File: src/logic/biphase_pkg.sv
// Operation
// (RULE1) tx preamble lasts 1 to 15 bit times; length 0 sends none
// (RULE2) tx preamble pattern: ones, zeros, one-zero or zero-one, length separately set
// (RULE3) default polarity: zero is low-to-high, one is high-to-low mid-cell
// (RULE4) delimiter_select 1 sends encoded zero; 0 sends three-bit-time sync
// (RULE5) command sync: high one and a half bits, then low one and a half
// (RULE6) next_char_kind 1 precedes character with command sync, 0 with data sync
// (RULE7) per-character enable takes sync kind from holding register kind bit
// (RULE8) drift compensation only at 16x and only when enabled
// (RULE9) edge within one sample clock of expected is jitter, no change
// (RULE10) edge 2-4 early shortens period by one; 2-3 late lengthens by one
// (RULE11) async receive oversamples 16x at rate select 0, 8x at 1
// (RULE12) start after 8th (16x) or 4th (8x) low sample; bits every 16/8
// (RULE13) receiver uses transmitter's length, nine-bit, order and parity settings
// (RULE14) receiver checks one stop bit only, then hunts next start at once
// (RULE15) codec enable turns on preamble and delimiter detection on rx line
// (RULE16) rx preamble length, pattern, polarity independent; length 0 disables detection
// (RULE17) decoder shares delimiter_select: 1 accepts encoded zero, 0 accepts sync
// (RULE18) start after quarter bit low with short-pulse rejection; sample at 1/4, 3/4
// (RULE19) valid preamble or delimiter keeps alignment; mismatch realigns on next edge
// (RULE20) missing mid-cell transition sets sticky violation flag until clear command; code sets it for data cells only, not the parity cell
// (RULE21) sync mode stores received character with kind bit: 1 command, 0 data
// (RULE22) remote transmitter starts each frame's first bit low-to-high
// (RULE23) polarity one inverts mapping: one sent as low-to-high
// (RULE24) data sync is complement of command sync: low then high
package biphase_pkg;
	localparam int ADDR_W = 8;
	// register offsets
	localparam logic [7:0] CTRL_OFS = 8'h00;
	localparam logic [7:0] MODE_OFS = 8'h04;
	localparam logic [7:0] CFG_OFS  = 8'h08;
	localparam logic [7:0] STAT_OFS = 8'h0c;
	localparam logic [7:0] THR_OFS  = 8'h10;
	localparam logic [7:0] RHR_OFS  = 8'h14;
	localparam logic [31:0] MODE_RST = 32'h0000_0000;
	localparam logic [31:0] CFG_RST  = 32'h0000_0000;
	localparam logic [1:0] RESP_OK  = 2'b00;
	localparam logic [1:0] RESP_ERR = 2'b10;
	// field positions
	localparam int CLR_BIT   = 0;
	localparam int CHAR_LENGTH_LSB  = 0;
	localparam int NINE_BIT  = 2;
	localparam int ORDER_BIT = 3;
	localparam int PAR_LSB   = 4;
	localparam int STOP_LSB  = 7;
	localparam int SRATE_BIT = 9;
	localparam int CLKD_BIT  = 10;
	localparam int DELIM_BIT = 11;
	localparam int KIND_BIT  = 12;
	localparam int VKIND_BIT = 13;
	localparam int CODEC_BIT = 14;
	localparam int TXLEN_LSB = 0;
	localparam int TXPAT_LSB = 8;
	localparam int TXPOL_BIT = 12;
	localparam int RXLEN_LSB = 16;
	localparam int RXPAT_LSB = 24;
	localparam int RXPOL_BIT = 28;
	localparam int DRIFT_BIT = 30;
	localparam int HKIND_BIT = 12;
	localparam int RXRDY_BIT = 0;
	localparam int TXRDY_BIT = 1;
	localparam int VIOL_BIT  = 2;
	// timing in sampling clocks
	localparam logic [2:0] QTR16 = 3'd4;
	localparam logic [2:0] QTR8  = 3'd2;
	localparam logic [3:0] JIT_LO = 4'd3;
	localparam logic [3:0] EARLY_HI = 4'd2;
	localparam logic [3:0] LATE_LO = 4'd6;
	localparam logic [3:0] LATE_HI = 4'd7;
	localparam logic [2:0] SYNC_LAST = 3'd5;
	// encodings
	localparam logic [1:0] LEAD_ONES = 2'd0;
	localparam logic [1:0] LEAD_ZEROS = 2'd1;
	localparam logic [1:0] LEAD_ONE_ZERO = 2'd2;
	localparam logic [2:0] PAR_EVEN = 3'd0;
	localparam logic [2:0] PAR_ODD = 3'd1;
	localparam logic [2:0] PAR_SPACE = 3'd2;
	typedef enum logic [2:0] {TX_IDLE, TX_LEAD, TX_DELIM, TX_DATA, TX_PAR} tx_state_t;
	typedef enum logic [2:0] {DC_HUNT, DC_LEAD, DC_DELIM, DC_DATA, DC_PAR} dc_state_t;
	typedef enum logic [1:0] {NZ_HUNT, NZ_DATA, NZ_PAR, NZ_STOP} nz_state_t;

	function automatic logic lead_bit(input logic [1:0] pat, input logic [3:0] idx);
		if (pat == LEAD_ONES) return 1'b1;
		else if (pat == LEAD_ZEROS) return 1'b0;
		else if (pat == LEAD_ONE_ZERO) return ~idx[0];
		else return idx[0];
	endfunction : lead_bit

	function automatic logic [3:0] bit_pos(input logic [3:0] n, input logic [3:0] idx,
			input logic msb);
		return msb ? n - 4'd1 - idx : idx;
	endfunction : bit_pos

	function automatic logic par_of(input logic [8:0] d, input logic [8:0] m,
			input logic [2:0] md);
		if (md == PAR_EVEN) return ^(d & m);
		else if (md == PAR_ODD) return ~^(d & m);
		else return md != PAR_SPACE;
	endfunction : par_of
endpackage : biphase_pkg

File: src/logic/biphase_usart_codec_async_rx.sv
module biphase_usart_codec_async_rx (
	input  wire logic                           ref_clk_i,
	input  wire logic                           rst_i,
	input  wire logic                           sample_tick_i,
	input  wire logic                           rx_line_i,
	output logic                                tx_line_o,
	input  wire logic [biphase_pkg::ADDR_W-1:0] s_axi_awaddr_i,
	input  wire logic                           s_axi_awvalid_i,
	output logic                                s_axi_awready_o,
	input  wire logic [31:0]                    s_axi_wdata_i,
	input  wire logic [3:0]                     s_axi_wstrb_i,
	input  wire logic                           s_axi_wvalid_i,
	output logic                                s_axi_wready_o,
	output logic [1:0]                          s_axi_bresp_o,
	output logic                                s_axi_bvalid_o,
	input  wire logic                           s_axi_bready_i,
	input  wire logic [biphase_pkg::ADDR_W-1:0] s_axi_araddr_i,
	input  wire logic                           s_axi_arvalid_i,
	output logic                                s_axi_arready_o,
	output logic [31:0]                         s_axi_rdata_o,
	output logic [1:0]                          s_axi_rresp_o,
	output logic                                s_axi_rvalid_o,
	input  wire logic                           s_axi_rready_i
);
	import biphase_pkg::*;

	logic [31:0] mode_q, cfg_q, wmask, rd_val;
	logic        wr_go, rd_go, rd_ok, wr_ok, clr_cmd, thr_wr, rhr_rd;
	logic        rx_s1_q, rxs, codec_en, delim_one, over8, drift_on, par_on;
	logic [2:0]  q_len;
	logic [3:0]  half_len, nbits;
	logic [4:0]  bit_len;
	logic [8:0]  cmask;

	// settings shared by both directions
	assign codec_en  = mode_q[CODEC_BIT];
	assign delim_one = mode_q[DELIM_BIT];
	// (RULE11) oversampling rate
	assign over8     = mode_q[SRATE_BIT];
	assign q_len     = over8 ? QTR8 : QTR16;
	assign half_len  = {q_len, 1'b0};
	assign bit_len   = {q_len, 2'b00};
	// (RULE13) shared character format
	assign nbits     = mode_q[NINE_BIT] ? 4'd9 : 4'd5 + {2'b00, mode_q[CHAR_LENGTH_LSB +: 2]};
	assign cmask     = ~(9'h1ff << nbits);
	assign par_on    = ~mode_q[PAR_LSB + 2];
	// (RULE8) drift logic gated
	assign drift_on  = cfg_q[DRIFT_BIT] & ~over8;

	// the line is asynchronous: two flops before any use
	always_ff @(posedge ref_clk_i or posedge rst_i) begin
		if (rst_i) begin
			rx_s1_q <= 1'b1;
			rxs     <= 1'b1;
		end else begin
			rx_s1_q <= rx_line_i;
			rxs     <= rx_s1_q;
		end
	end

	// bus slave: write address and data are taken together
	assign wr_go = s_axi_awvalid_i & s_axi_wvalid_i & ~s_axi_bvalid_o;
	assign rd_go = s_axi_arvalid_i & ~s_axi_rvalid_o;
	assign s_axi_awready_o = wr_go;
	assign s_axi_wready_o  = wr_go;
	assign s_axi_arready_o = rd_go;
	assign wmask = {{8{s_axi_wstrb_i[3]}}, {8{s_axi_wstrb_i[2]}},
		{8{s_axi_wstrb_i[1]}}, {8{s_axi_wstrb_i[0]}}};
	assign clr_cmd = wr_go && s_axi_awaddr_i == CTRL_OFS && s_axi_wstrb_i[0]
		&& s_axi_wdata_i[CLR_BIT];
	assign thr_wr  = wr_go && s_axi_awaddr_i == THR_OFS;
	assign rhr_rd  = rd_go && s_axi_araddr_i == RHR_OFS;
	assign wr_ok   = s_axi_awaddr_i == CTRL_OFS || s_axi_awaddr_i == MODE_OFS
		|| s_axi_awaddr_i == CFG_OFS || s_axi_awaddr_i == THR_OFS;

	// configuration registers honour byte strobes
	always_ff @(posedge ref_clk_i or posedge rst_i) begin
		if (rst_i) begin
			mode_q <= MODE_RST;
			cfg_q  <= CFG_RST;
		end else if (wr_go && s_axi_awaddr_i == MODE_OFS) begin
			mode_q <= (mode_q & ~wmask) | (s_axi_wdata_i & wmask);
		end else if (wr_go && s_axi_awaddr_i == CFG_OFS) begin
			cfg_q <= (cfg_q & ~wmask) | (s_axi_wdata_i & wmask);
		end
	end

	// write response; unmapped or read-only offsets answer with an error
	always_ff @(posedge ref_clk_i or posedge rst_i) begin
		if (rst_i) begin
			s_axi_bvalid_o <= 1'b0;
			s_axi_bresp_o  <= RESP_OK;
		end else if (wr_go) begin
			s_axi_bvalid_o <= 1'b1;
			s_axi_bresp_o  <= wr_ok ? RESP_OK : RESP_ERR;
		end else if (s_axi_bready_i) begin
			s_axi_bvalid_o <= 1'b0;
		end
	end

	// ---------------- transmitter ----------------
	tx_state_t   tx_st_q;
	logic [3:0]  tx_tick_q, tx_idx_q, tx_lead_len;
	logic [2:0]  tx_half_q, half_last;
	logic [8:0]  tx_shift_q, thr_q;
	logic        thr_kind_q, tx_kind_q, txrdy_q, tx_pol, tx_bit, tx_lvl;
	logic        tx_load, tx_elem_end, tx_stage_end;

	assign tx_lead_len = cfg_q[TXLEN_LSB +: 4];
	assign tx_pol = cfg_q[TXPOL_BIT];
	assign tx_load = tx_st_q == TX_IDLE && !txrdy_q && codec_en;
	assign half_last = (tx_st_q == TX_DELIM && !delim_one) ? SYNC_LAST : 3'd1;
	assign tx_elem_end = sample_tick_i && tx_tick_q == half_len - 4'd1
		&& tx_half_q == half_last;
	assign tx_stage_end = tx_elem_end && ((tx_st_q == TX_LEAD && tx_idx_q == tx_lead_len - 4'd1)
		|| (tx_st_q == TX_DATA && tx_idx_q == nbits - 4'd1)
		|| tx_st_q == TX_DELIM || tx_st_q == TX_PAR);

	// holding register; a write while full is dropped
	always_ff @(posedge ref_clk_i or posedge rst_i) begin
		if (rst_i) begin
			txrdy_q <= 1'b1;
			thr_q <= 9'h000;
			thr_kind_q <= 1'b0;
		end else if (thr_wr && txrdy_q) begin
			txrdy_q <= 1'b0;
			thr_q <= (thr_q & ~wmask[8:0]) | (s_axi_wdata_i[8:0] & wmask[8:0]);
			thr_kind_q <= s_axi_wdata_i[HKIND_BIT];
		end else if (tx_load) begin
			txrdy_q <= 1'b1;
		end
	end

	// frame sequencer: preamble, delimiter, data, optional parity
	always_ff @(posedge ref_clk_i or posedge rst_i) begin
		if (rst_i) begin
			tx_st_q <= TX_IDLE;
			tx_shift_q <= 9'h000;
			tx_kind_q <= 1'b0;
		end else if (tx_load) begin
			tx_shift_q <= thr_q;
			// (RULE6) (RULE7) sync kind source
			tx_kind_q <= mode_q[VKIND_BIT] ? thr_kind_q : mode_q[KIND_BIT];
			// (RULE1) zero length skips preamble
			tx_st_q <= (tx_lead_len != 4'd0) ? TX_LEAD : TX_DELIM;
		end else if (tx_stage_end) begin
			case (tx_st_q)
				TX_LEAD: tx_st_q <= TX_DELIM;
				TX_DELIM: tx_st_q <= TX_DATA;
				TX_DATA: tx_st_q <= par_on ? TX_PAR : TX_IDLE;
				default: tx_st_q <= TX_IDLE;
			endcase
		end
	end

	// half-cell timing
	always_ff @(posedge ref_clk_i or posedge rst_i) begin
		if (rst_i) begin
			tx_tick_q <= 4'd0;
			tx_half_q <= 3'd0;
			tx_idx_q <= 4'd0;
		end else if (tx_st_q == TX_IDLE) begin
			tx_tick_q <= 4'd0;
			tx_half_q <= 3'd0;
			tx_idx_q <= 4'd0;
		end else if (sample_tick_i) begin
			tx_tick_q <= (tx_tick_q == half_len - 4'd1) ? 4'd0 : tx_tick_q + 4'd1;
			if (tx_tick_q == half_len - 4'd1)
				tx_half_q <= (tx_half_q == half_last) ? 3'd0 : tx_half_q + 3'd1;
			if (tx_stage_end)
				tx_idx_q <= 4'd0;
			else if (tx_elem_end)
				tx_idx_q <= tx_idx_q + 4'd1;
		end
	end

	// line level; idle high so at polarity 0 the first zero cell starts with a falling edge
	always_comb begin
		tx_bit = 1'b0;
		case (tx_st_q)
			// (RULE2) preamble pattern
			TX_LEAD: tx_bit = lead_bit(cfg_q[TXPAT_LSB +: 2], tx_idx_q);
			TX_DATA: tx_bit = tx_shift_q[bit_pos(nbits, tx_idx_q, mode_q[ORDER_BIT])];
			TX_PAR: tx_bit = par_of(tx_shift_q, cmask, mode_q[PAR_LSB +: 3]);
			default: tx_bit = 1'b0;
		endcase
		// (RULE3) (RULE23) first half is bit xor polarity
		tx_lvl = (tx_bit ^ tx_pol) ^ tx_half_q[0];
		if (tx_st_q == TX_IDLE)
			tx_lvl = 1'b1;
		// (RULE4) (RULE5) (RULE24) sync shapes
		else if (tx_st_q == TX_DELIM && !delim_one)
			tx_lvl = tx_kind_q ^ (tx_half_q >= 3'd3);
	end

	always_ff @(posedge ref_clk_i or posedge rst_i) begin
		if (rst_i) tx_line_o <= 1'b1;
		else tx_line_o <= tx_lvl;
	end

	// ---------------- biphase decoder ----------------
	dc_state_t   dc_st_q;
	logic [4:0]  dc_cnt_q;
	logic [3:0]  dc_low_q, dc_idx_q, dc_el_q, dc_pos_q, rx_lead_len;
	logic [8:0]  dc_shift_q, dc_word;
	logic        dc_half_q, dc_s1_q, dc_seen_q, dc_cmd_q, dc_dat_q;
	logic        dc_samp, dc_bit, dc_viol, dc_cmd_n, dc_dat_n, dc_done, dc_err;
	logic        dc_short, dc_long, dc_start;
	logic [1:0]  cmd_pat;

	assign rx_lead_len = cfg_q[RXLEN_LSB +: 4];
	// (RULE18) quarter-bit low with rejection of shorter pulses
	assign dc_start = codec_en && dc_st_q == DC_HUNT && sample_tick_i && !rxs
		&& dc_low_q == {1'b0, q_len} - 4'd1;
	assign dc_samp = sample_tick_i && dc_st_q != DC_HUNT && dc_cnt_q == 5'd0;
	assign dc_bit  = dc_s1_q ^ cfg_q[RXPOL_BIT];
	assign dc_viol = dc_samp && dc_half_q && dc_s1_q == rxs;
	assign cmd_pat = (dc_idx_q == 4'd0) ? 2'b11 : (dc_idx_q == 4'd1) ? 2'b10 : 2'b00;
	assign dc_cmd_n = dc_cmd_q && {dc_s1_q, rxs} == cmd_pat;
	assign dc_dat_n = dc_dat_q && {dc_s1_q, rxs} == ~cmd_pat;
	// (RULE9) (RULE10) classify the mid-cell edge
	assign dc_short = drift_on && dc_seen_q && dc_pos_q <= EARLY_HI;
	assign dc_long  = drift_on && dc_seen_q && dc_pos_q >= LATE_LO && dc_pos_q <= LATE_HI;
	// (RULE19) mismatch before data drops alignment
	always_comb begin
		dc_err = 1'b0;
		if (dc_st_q == DC_LEAD)
			dc_err = dc_s1_q == rxs || dc_bit != lead_bit(cfg_q[RXPAT_LSB +: 2], dc_idx_q);
		else if (dc_st_q == DC_DELIM && delim_one)
			dc_err = dc_s1_q == rxs || dc_bit;
		else if (dc_st_q == DC_DELIM)
			dc_err = !(dc_cmd_n || dc_dat_n);
	end
	assign dc_done = dc_samp && dc_half_q && ((dc_st_q == DC_DATA && dc_idx_q == nbits - 4'd1
		&& !par_on) || dc_st_q == DC_PAR);

	// the last data bit is never written to the shifter when done ends the data phase, so merge it here
	always_comb begin
		dc_word = dc_shift_q;
		if (dc_st_q == DC_DATA)
			dc_word[bit_pos(nbits, dc_idx_q, mode_q[ORDER_BIT])] = dc_bit;
	end

	// hunt counter: consecutive low samples, cleared by any high sample; parked at all
	// ones after a frame so a trailing low half cell cannot pass for a new start
	always_ff @(posedge ref_clk_i or posedge rst_i) begin
		if (rst_i) dc_low_q <= 4'd0;
		else if (dc_st_q != DC_HUNT) dc_low_q <= 4'hf;
		else if (dc_start || (sample_tick_i && rxs)) dc_low_q <= 4'd0;
		else if (sample_tick_i && dc_low_q != 4'hf) dc_low_q <= dc_low_q + 4'd1;
	end

	// sample timing and edge position within the second quarter pair
	always_ff @(posedge ref_clk_i or posedge rst_i) begin
		if (rst_i) begin
			dc_cnt_q <= 5'd0;
			dc_half_q <= 1'b0;
			dc_s1_q <= 1'b0;
			dc_el_q <= 4'd0;
			dc_seen_q <= 1'b0;
			dc_pos_q <= 4'd0;
		end else if (dc_start || (dc_samp && !dc_half_q)) begin
			// quarter-cell sample
			dc_s1_q <= rxs;
			dc_half_q <= 1'b1;
			dc_cnt_q <= {1'b0, half_len} - 5'd1;
			dc_el_q <= 4'd1;
			dc_seen_q <= 1'b0;
		end else if (dc_samp) begin
			// (RULE10) adjust the period after the three-quarter sample
			dc_half_q <= 1'b0;
			dc_cnt_q <= {1'b0, half_len} - 5'd1 - {4'd0, dc_short} + {4'd0, dc_long};
		end else if (sample_tick_i && dc_st_q != DC_HUNT) begin
			dc_cnt_q <= dc_cnt_q - 5'd1;
			dc_el_q <= dc_el_q + 4'd1;
			if (dc_half_q && !dc_seen_q && rxs != dc_s1_q) begin
				dc_seen_q <= 1'b1;
				dc_pos_q <= dc_el_q;
			end
		end
	end

	// (RULE15) (RULE16) (RULE17) preamble, delimiter and data phases
	always_ff @(posedge ref_clk_i or posedge rst_i) begin
		if (rst_i) begin
			dc_st_q <= DC_HUNT;
			dc_idx_q <= 4'd0;
			dc_cmd_q <= 1'b1;
			dc_dat_q <= 1'b1;
			dc_shift_q <= 9'h000;
		end else if (!codec_en) begin
			dc_st_q <= DC_HUNT;
		end else if (dc_start) begin
			dc_st_q <= (rx_lead_len != 4'd0) ? DC_LEAD : DC_DELIM;
			dc_idx_q <= 4'd0;
			dc_cmd_q <= 1'b1;
			dc_dat_q <= 1'b1;
			dc_shift_q <= 9'h000;
		end else if (dc_samp && dc_half_q) begin
			dc_idx_q <= dc_idx_q + 4'd1;
			if (dc_err || dc_done) begin
				dc_st_q <= DC_HUNT;
			end else if (dc_st_q == DC_LEAD) begin
				if (dc_idx_q == rx_lead_len - 4'd1) begin
					dc_st_q <= DC_DELIM;
					dc_idx_q <= 4'd0;
				end
			end else if (dc_st_q == DC_DELIM) begin
				dc_cmd_q <= dc_cmd_n;
				dc_dat_q <= dc_dat_n;
				if (delim_one || dc_idx_q == 4'd2) begin
					dc_st_q <= DC_DATA;
					dc_idx_q <= 4'd0;
				end
			end else if (dc_st_q == DC_DATA) begin
				dc_shift_q[bit_pos(nbits, dc_idx_q, mode_q[ORDER_BIT])] <= dc_bit;
				if (dc_idx_q == nbits - 4'd1) dc_st_q <= DC_PAR;
			end
		end
	end

	// ---------------- asynchronous NRZ receiver ----------------
	nz_state_t   nz_st_q;
	logic [4:0]  nz_cnt_q;
	logic [3:0]  nz_low_q, nz_idx_q;
	logic [8:0]  nz_shift_q;
	logic        nz_en, nz_samp, nz_start, nz_done;

	assign nz_en = !codec_en && !mode_q[CLKD_BIT];
	// (RULE12) start at the half-bit low sample
	assign nz_start = nz_en && nz_st_q == NZ_HUNT && sample_tick_i && !rxs
		&& nz_low_q == {q_len, 1'b0} - 4'd1;
	assign nz_samp = sample_tick_i && nz_st_q != NZ_HUNT && nz_cnt_q == 5'd0;
	assign nz_done = nz_samp && nz_st_q == NZ_STOP;

	always_ff @(posedge ref_clk_i or posedge rst_i) begin
		if (rst_i) nz_low_q <= 4'd0;
		else if (nz_st_q != NZ_HUNT || nz_start || (sample_tick_i && rxs)) nz_low_q <= 4'd0;
		else if (sample_tick_i) nz_low_q <= nz_low_q + 4'd1;
	end

	always_ff @(posedge ref_clk_i or posedge rst_i) begin
		if (rst_i) begin
			nz_st_q <= NZ_HUNT;
			nz_cnt_q <= 5'd0;
			nz_idx_q <= 4'd0;
			nz_shift_q <= 9'h000;
		end else if (!nz_en) begin
			nz_st_q <= NZ_HUNT;
		end else if (nz_start) begin
			nz_st_q <= NZ_DATA;
			nz_cnt_q <= bit_len - 5'd1;
			nz_idx_q <= 4'd0;
			nz_shift_q <= 9'h000;
		end else if (nz_samp) begin
			nz_cnt_q <= bit_len - 5'd1;
			case (nz_st_q)
				NZ_DATA: begin
					nz_shift_q[bit_pos(nbits, nz_idx_q, mode_q[ORDER_BIT])] <= rxs;
					nz_idx_q <= nz_idx_q + 4'd1;
					if (nz_idx_q == nbits - 4'd1) nz_st_q <= par_on ? NZ_PAR : NZ_STOP;
				end
				NZ_PAR: nz_st_q <= NZ_STOP;
				// (RULE14) one stop bit, then hunt
				default: nz_st_q <= NZ_HUNT;
			endcase
		end else if (sample_tick_i && nz_st_q != NZ_HUNT) begin
			nz_cnt_q <= nz_cnt_q - 5'd1;
		end
	end

	// ---------------- holding and status ----------------
	logic [8:0] rhr_q;
	logic       rhr_kind_q, rxrdy_q, viol_q;

	// (RULE21) store character with its sync kind
	always_ff @(posedge ref_clk_i or posedge rst_i) begin
		if (rst_i) begin
			rhr_q <= 9'h000;
			rhr_kind_q <= 1'b0;
		end else if (dc_done) begin
			rhr_q <= dc_word;
			rhr_kind_q <= !delim_one && dc_cmd_q;
		end else if (nz_done) begin
			rhr_q <= nz_shift_q;
			rhr_kind_q <= 1'b0;
		end
	end

	// sticky flags: a new event beats a clear in the same cycle
	always_ff @(posedge ref_clk_i or posedge rst_i) begin
		if (rst_i) begin
			rxrdy_q <= 1'b0;
			viol_q <= 1'b0;
		end else begin
			rxrdy_q <= dc_done || nz_done || (rxrdy_q && !rhr_rd);
			// (RULE20) violation held until clear
			viol_q <= (dc_viol && dc_st_q == DC_DATA) || (viol_q && !clr_cmd);
		end
	end

	// read mux
	always_comb begin
		rd_val = 32'h0000_0000;
		rd_ok = 1'b1;
		if (s_axi_araddr_i == MODE_OFS) rd_val = mode_q;
		else if (s_axi_araddr_i == CFG_OFS) rd_val = cfg_q;
		else if (s_axi_araddr_i == STAT_OFS) begin
			rd_val[RXRDY_BIT] = rxrdy_q;
			rd_val[TXRDY_BIT] = txrdy_q && codec_en;
			rd_val[VIOL_BIT] = viol_q;
		end else if (s_axi_araddr_i == RHR_OFS) begin
			rd_val[8:0] = rhr_q;
			rd_val[HKIND_BIT] = rhr_kind_q;
		end else if (s_axi_araddr_i != CTRL_OFS && s_axi_araddr_i != THR_OFS) rd_ok = 1'b0;
	end

	always_ff @(posedge ref_clk_i or posedge rst_i) begin
		if (rst_i) begin
			s_axi_rvalid_o <= 1'b0;
			s_axi_rdata_o <= 32'h0000_0000;
			s_axi_rresp_o <= RESP_OK;
		end else if (rd_go) begin
			s_axi_rvalid_o <= 1'b1;
			s_axi_rdata_o <= rd_val;
			s_axi_rresp_o <= rd_ok ? RESP_OK : RESP_ERR;
		end else if (s_axi_rready_i) begin
			s_axi_rvalid_o <= 1'b0;
		end
	end
endmodule : biphase_usart_codec_async_rx

File: config.mk
export PLATFORM = sky130hd
export DESIGN_NAME = biphase_usart_codec_async_rx
export DESIGN_NICKNAME = d
export VERILOG_FILES = /design/src/logic/biphase_pkg.sv /design/src/logic/biphase_usart_codec_async_rx.sv
export SDC_FILE = /design/constraint.sdc
export NUM_CORES = 1
export LEC_CHECK = 0
export BUFFER_PORTS_ARGS = -buffer_cell sky130_fd_sc_hd__buf_2
export CORE_ASPECT_RATIO = 0.6
export CORE_UTILIZATION = 54
export DETAILED_ROUTE_END_ITERATION = 7
export HOLD_SLACK_MARGIN = 0.15
export PLACE_DENSITY = 0.76
export SYNTH_ARGS = -nofsm -noshare
export SYNTH_HDL_FRONTEND = slang
export SYNTH_SLANG_ARGS = --single-unit
export TNS_END_PERCENT = 100
File: constraint.sdc
create_clock -name ref_clk_i -period 7.8 [get_ports ref_clk_i]
set_clock_uncertainty 0.05 [all_clocks]
set_input_delay 2.34 -clock ref_clk_i [delete_from_list [all_inputs] [get_ports ref_clk_i]]
set_output_delay 2.34 -clock ref_clk_i [all_outputs]
set_load 0.02 [all_outputs]
# Yosys cells after proc, flatten, opt, wreduce, memory -nomap -nowiden
# Index checks and enable logic that the tools add are counted.
[totals]
ff_bits = 214
output_inout_bits = 42
[classes]
eq_ne = 53
n_lt_le_gt_ge = 9
reduce_logical = 133
shifts = 1
addsub = 23
bitwise = 29
muxes = 141
[op_table]
columns = ["operator", "count"]
rows = [
  ["9-bit 2-to-1 mux", 13],
  ["4-bit 2-to-1 mux", 29],
  ["32-bit AND", 3],
  ["32-bit OR", 2],
  ["3-bit 2-to-1 mux", 21],
  ["1-bit logical AND", 55],
  ["1-bit 2-to-1 mux", 51],
  ["4-bit equality test", 8],
  ["32-bit 2-to-1 mux", 1],
  ["32-bit inverter", 1],
  ["2-bit nonzero test", 16],
  ["5-bit 2-to-1 mux", 6],
  ["4-bit by 1-bit adder with 4-bit output (second input constant)", 7],
  ["9-bit AND", 3],
  ["8-bit by 4-bit equality test with 1-bit output (second input constant)", 3],
  ["2-bit 2-to-1 mux", 10],
  ["1-bit logical OR", 19],
  ["19-bit 2-to-1 mux", 1],
  ["9-bit bitwise mux", 2],
  ["9-bit inverter", 2],
  ["8-bit by 3-bit equality test with 1-bit output (second input constant)", 2],
  ["8-bit by 5-bit equality test with 1-bit output (second input constant)", 2],
  ["4-bit by 1-bit subtractor with 4-bit output (second input constant)", 4],
  ["4-bit by 5-bit < comparator with 1-bit output (second input constant)", 3],
  ["60 further kinds", 125],
]

# Longest topological paths before layout
# Gate-level depths: netlist (run 1).
[logic_depth]
ltp_word = 16
ltp_mapped = 15
mapped_depth_nobuf = 15

# Least setup slack after synthesis (run 1)
# OpenSTA, ideal clock, no wires.
[synth_timing]
path_kind = "in2out"
from = "input port s_axi_arvalid_i"
to = "output port s_axi_arready_o"
cell_stages = 3
t_arrival_ns = 3.047
path_slack_ns = 2.363
required_ns = 5.410
path_cell_list = "nand2_1 -> inv_1 -> clkbuf_1"
[synth_between]
elab_chain_cells = 1
[synth_rtl]
columns = ["item", "line_no", "source"]
rows = [
  ["from (decl)", "biphase_usart_codec_async_rx.sv:18", "input wire logic s_axi_arvalid_i,"],
  ["1-bit AND", "biphase_usart_codec_async_rx.sv:63", "assign rd_go = s_axi_arvalid_i & ~s_axi_rvalid_o;"],
  ["to (decl)", "biphase_usart_codec_async_rx.sv:19", "output logic s_axi_arready_o,"],
]
# No other way between the ends.

# Worst setup path after layout (run 1)
# Same ends and word-level chain as after synthesis.

==> impl_metrics.tcl, run 1 <==
set metrics [dict create \
    status "complete, no violations" \
    cp-end-kind "output pin" \
    layout_commonest_cell "dfrtp_1" \
    routed_wl_um 27600 \
    grt_use_total_pct 26.5 \
    fp.coreArea_um2 20200 \
    synth_top_family_by_area "simple AND/OR/NAND/NOR gates" \
    layout_setup_ws_ns 2.01 \
    cts.sinks 212 \
    async_reset_ff_share_pct 100 \
    ir_drop_mv 0.151 \
    yosys.area_share.simple_pct 14.8 \
    initial_core_util_pct 55.5 \
    mostFrequentLayoutCells "dfrtp_1 (206), nor2_1 (117), nand2_1 (101)" \
    dieArea_um2 21300 \
    fin_crit_ns 5.79 \
    post_cts_resized 0 \
    critical_path.max_stage_delay_ns 0.62 \
    fp.dieW_um 188 \
    cp.required_ns 5.41 \
    clockBufferDepth 3 \
    die_h_um 114 \
    antenna_found_initial 0 \
    drc 0 \
    p_leak_nw 5.93 \
    postCtsHoldBufs 0 \
    rows 40 \
    cts.clk_slew.worst_paths_ns 0.06 \
    cts_tree "done" \
    synth_cell_types 69 \
    start_kind "input port" \
    vias 8814 \
    overflow 0 \
    max_freq_mhz 173 \
    cp_num_buf_inv 3 \
    yosysSeqAreaShare_pct 47.4 \
    synth.largest_area_cell "dfrtp_1" \
    critical_path.slowest_cell "inv_1" \
    hold_viol_final 0 \
    crit_arrival_ns 3.40 \
    crit_top_cell "buf_2" \
    area_delta_synth_final_pct 12.6 \
    gp_congestion 0.902 \
    drv_slew 0 \
    grt_max_degree 184 \
    ys_seq_elements 212 \
    synthFlopType "dfrtp_1" \
    synth_compound_area_share_pct 13.2 \
    numCtsBuffers 21 \
    hpwl_um 19800 \
    post_synth.cell_area_avg_um2 10.1 \
    yosys_warnings 0 \
    synth_area_um2 11200 \
    tns_ns 0 \
    grt_pass1_vias 8247 \
    cts_setup_buffers 0 \
    worstPathMaxFanout 24 \
    routed_via_density 5.96 \
    relSlewSlack_pct 18.3 \
    crit_type "in2out" \
    synthAdderAreaFrac_pct 4.78 \
    ys_top_cells_by_area "dfrtp_1 (46%), mux2_2 (9.9%), ha_1 (4.2%)" \
    dr.pass1.iters 7 \
    maxCapViolCount 0 \
    finalSetupViolations 0 \
    port_buffers 100 \
    tightest_slew_ns 1.22 \
    grt_pass1_wl_um 44800 \
    drive_gt1_share_pct 21.4 \
    path_cells "buf_2 > nand2_1 > inv_1 > buf_2" \
    clock-root-buffer "clkbuf_16" \
    min_path_type "reg2reg" \
    yosys.area_share.xor_xnor_pct 4.21 \
    ant_nets 0 \
    power.density_nw_per_um2 209 \
    fin_crit_sh_pct 74.2 \
    dp_slack_ns 2.01 \
    num-nets-final 1292 \
    wire_per_inst_um 18.7 \
    drt_iter0_markers 765 \
    synth_edf_count 0 \
    htreeDepth 1 \
    ios 103 \
    clk_latency_ns 0.51 \
    netlist_instances 1108 \
    rsz0062_at_grt "false" \
    cp_top_family "buffers and inverters" \
    muxShareOfSynthArea_pct 12.1 \
    synth_top_area_share_pct 46.0 \
]
power breakdown:
| group | switching, mW | total [mW] | internal, mW |
|---|---|---|---|
| Combinational | 0.217 | 0.359 | 0.141 |
| Sequential | 0.0674 | 1.25 | 1.18 |
| Clock | 0.433 | 1.03 | 0.601 |
stage by stage:
stage | util, % | cells | total power [mW] | cell area, um^2 | hold slack, ns
4_1_cts | 62.5 | 1478 | 2.66 | 12600 | 0.306
2_1_floorplan | - | 1109 | 1.51 | 11200 | 0.295
3_5_place_dp | 59.1 | 1440 | 1.62 | 11900 | 0.297
3_3_place_gp | 59.1 | 1440 | 1.61 | 11900 | 0.296
5_1_grt | 62.5 | 1478 | 2.76 | 12600 | 0.311
6_report | 62.5 | 1479 | 2.64 | 12600 | 0.306
layer usage:
| layer | GRT usage (%) | vias to the layer above | wire length, um |
|---|---|---|---|
| met1 | 42.3 | 4339 | 13600 |
| met4 | 5.53 | 0 | 480 |
| met5 | 0 | - | 0 |
| li1 | - | 4092 | - |
| met3 | 5.35 | 32 | 2410 |
| met2 | 36.9 | 351 | 11200 |
cell type report:
class | instances | area [um^2]
clock inverter | 10 | 106
multi-input combinational | 798 | 5510
timing repair buffer | 106 | 558
inverter | 51 | 195
tap | 273 | 342
sequential | 212 | 5310
antenna | 1 | 2.50
fill | 1625 | 7550
clock buffer | 28 | 592
cell usage after synthesis, types with 19 or more instances:
| library cell | count |
|---|---|
| a21oi_1 | 54 |
| a221oi_1 | 22 |
| clkbuf_1 | 39 |
| dfrtp_1 | 206 |
| ha_1 | 38 |
| inv_1 | 51 |
| mux2_2 | 98 |
| mux2i_1 | 21 |
| nand2_1 | 101 |
| nand3_1 | 29 |
| nor2_1 | 117 |
| nor3_1 | 27 |
| o21ai_0 | 57 |
| xnor2_1 | 33 |
| xor2_1 | 19 |
cell families after synthesis:
| logic type | after synthesis |
|---|---|
| AND/OR/NAND/NOR | 354 |
| multiplexers | 123 |
| XOR/XNOR | 53 |
| other | 1 |
| adder cells (fa/ha/maj) | 41 |
| AO/OA/AOI/OAI | 225 |
| flip-flops | 212 |
| buffers and inverters | 99 |
path summary, 6_finish.rpt:
check | slack, ns | end | start | cells after the start
min | 0.31 | rxs | rx_s1_q | 0
min in group asynchronous | 1.88 | nz_low_q[1] | rst_i | 2
min reg2reg | 0.31 | rxs | rx_s1_q | 0
max | 2.01 | s_axi_arready_o | s_axi_arvalid_i | 4
max reg2reg | 3.85 | dc_shift_q[7] | flip-flop | 14
max in group asynchronous | 4.44 | async pin | rst_i | 3
Note: power is estimated with default switching activity, not from simulation.
==> inputs of run 2 (changes only) <==
==> constraint.sdc (replaced) <==
create_clock -name ref_clk_i -period 4.88 [get_ports ref_clk_i]
set_clock_uncertainty 0.05 [all_clocks]
set_input_delay 1.464 -clock ref_clk_i [delete_from_list [all_inputs] [get_ports ref_clk_i]]
set_output_delay 1.464 -clock ref_clk_i [all_outputs]
set_load 0.02 [all_outputs]
==> impl_metrics.tcl, run 2 (synthesis gave the netlist of run 1 again) <==
set metrics [dict create \
    cts.sinks 212 \
    fin_util_pct 62.5 \
    grt_pass1_wl_um 43800 \
    min_path_type "reg2reg" \
    worstPathMaxFanout 9 \
    cts_setup_buffers 0 \
    instances_no_fill 1481 \
    antenna_found_initial 0 \
    htreeDepth 1 \
    post-place-cells 1443 \
    postCtsHoldBufs 0 \
    crit_arrival_ns 4.04 \
    hold_viol_final 0 \
    status "complete, no violations" \
    drv_slew 0 \
    critical_path.max_stage_delay_ns 0.54 \
    ant_nets 0 \
    relSlewSlack_pct 22.4 \
    tns_ns 0 \
    finish.instance_area_um2 12600 \
    drive_gt1_share_pct 21.5 \
    power.density_nw_per_um2 329 \
    crit_top_cell "ha_1" \
    busiest_layer "met1" \
    grtUsageMet1_pct 42.3 \
    layout_commonest_cell "dfrtp_1" \
    overflow 0 \
    area_delta_synth_final_pct 12.5 \
    cts_tree "done" \
    max_freq_mhz 267 \
    cp.required_ns 5.18 \
    drt_iter0_markers 747 \
    n_antenna_cell 0 \
    hpwl_um 20200 \
    fp.coreArea_um2 20200 \
    grt_use_total_pct 26.0 \
    port_buffers 100 \
    rows 40 \
    gp_congestion 0.893 \
    numCtsBuffers 21 \
    cp-end-kind "flip-flop" \
    clock-root-buffer "clkbuf_16" \
    vias 8702 \
    p_leak_nw 5.93 \
    fp.dieW_um 188 \
    gr-usage-met2_pct 35.3 \
    routed_wl_um 27500 \
    post_cts_resized 0 \
    ir_drop_mv 0.248 \
    fin_crit_sh_pct 76.6 \
    die_h_um 114 \
    ios 103 \
    path_cells "ha_1 > nand2b_1 > inv_1 > ha_1 > inv_1 > ha_1 > a21o_1 > a21oi_1 > xnor2_1 > nand2_1 > xnor2_1 > nand3_1 > mux2i_1 > o21ai_0" \
    cts.clk_slew.worst_paths_ns 0.06 \
    dr.pass1.iters 6 \
    clockBufferDepth 3 \
    grt_max_degree 135 \
    clk_latency_ns 0.51 \
    finalSetupViolations 0 \
    critical_path.slowest_cell "xnor2_1" \
    grt_pass1_vias 7968 \
    tightest_slew_ns 1.16 \
    fill_cells 1636 \
    rsz0062_at_grt "false" \
    mostFrequentLayoutCells "dfrtp_1 (206), nor2_1 (117), nand2_1 (101)" \
    crit_type "reg2reg" \
    start_kind "flip-flop" \
    num-nets-final 1295 \
    dieArea_um2 21300 \
    maxCapViolCount 0 \
    total_power_mw 4.15 \
    use_met3_pct 5.72 \
    hp-start "rx_s1_q" \
    wire_per_inst_um 18.6 \
    drc 0 \
    fin_crit_ns 3.74 \
    routed_via_density 5.88 \
    initial_core_util_pct 55.5 \
    placed_area_um2 11900 \
]
[run 2: changes by cell type in the layout (fill, tap and decap cells not counted)]
| cell | delta |
|---|---|
| buf_4 | +3 |
| clkbuf_1 | +1 |
| clkinvlp_4 | -1 |
| clkinv_2 | -1 |
| clkbuf_8 | +3 |
| bufinv_16 | -2 |
| diode_2 | -1 |
[run 2: power breakdown]
group	switching, mW	total (mW)	internal, mW
Clock	0.674	1.57	0.901
Combinational	0.354	0.583	0.229
Sequential	0.106	1.99	1.89
[run 2: path summary, 6_finish.rpt]
kind / endpoint / cells past startpoint / slack, ns
worst max-delay path: rhr_q[1] / 14 / 1.14
worst min-delay path: rxs / 0 / 0.31
worst max register to register: rhr_q[1] / 14 / 1.14
worst min register to register: rxs / 0 / 0.31
max in group asynchronous: async pin / 3 / 2.97
min in group asynchronous: tx_tick_q[3] / 2 / 0.85
[run 2: cell type report]
| class | count | area, um^2 | share of cell area [%] |
|---|---|---|---|
| clock buffer | 32 | 637 | 5.05 |
| clock inverter | 6 | 33.8 | 0.268 |
| inverter | 51 | 195 | 1.55 |
| multi-input combinational | 798 | 5510 | 43.7 |
| sequential | 212 | 5310 | 42.1 |
| tap | 273 | 342 | 2.71 |
| timing repair buffer | 109 | 581 | 4.61 |
[run 2: worst max-delay path, delay by kind of cell (launching register included)]
kind / cells / cell delay (ns)
muxes: 1 / 0.27
xor gates and xnor gates: 2 / 0.68
buffers and inverters: 2 / 0.21
and+or+nand+nor: 3 / 0.47
DFF: 1 / 0.43
adders and majority gates: 3 / 1.05
AOI/OAI and AO/OA: 3 / 0.44
[run 2: through the flow]
stage	hold slack, ns	worst slack (ns)
2_1_floorplan	0.295	0.615
3_3_place_gp	0.299	1.18
3_5_place_dp	0.300	1.02
4_1_cts	0.309	1.20
5_1_grt	0.316	0.765
6_report	0.309	1.14
[run 2: metal layers]
| metal | vias up | routed length (um) |
|---|---|---|
| met4 | 0 | 331 |
| met3 | 23 | 2190 |
| li1 | 4092 | - |
| met2 | 308 | 11000 |
| met5 | - | 0 |
| met1 | 4279 | 14000 |
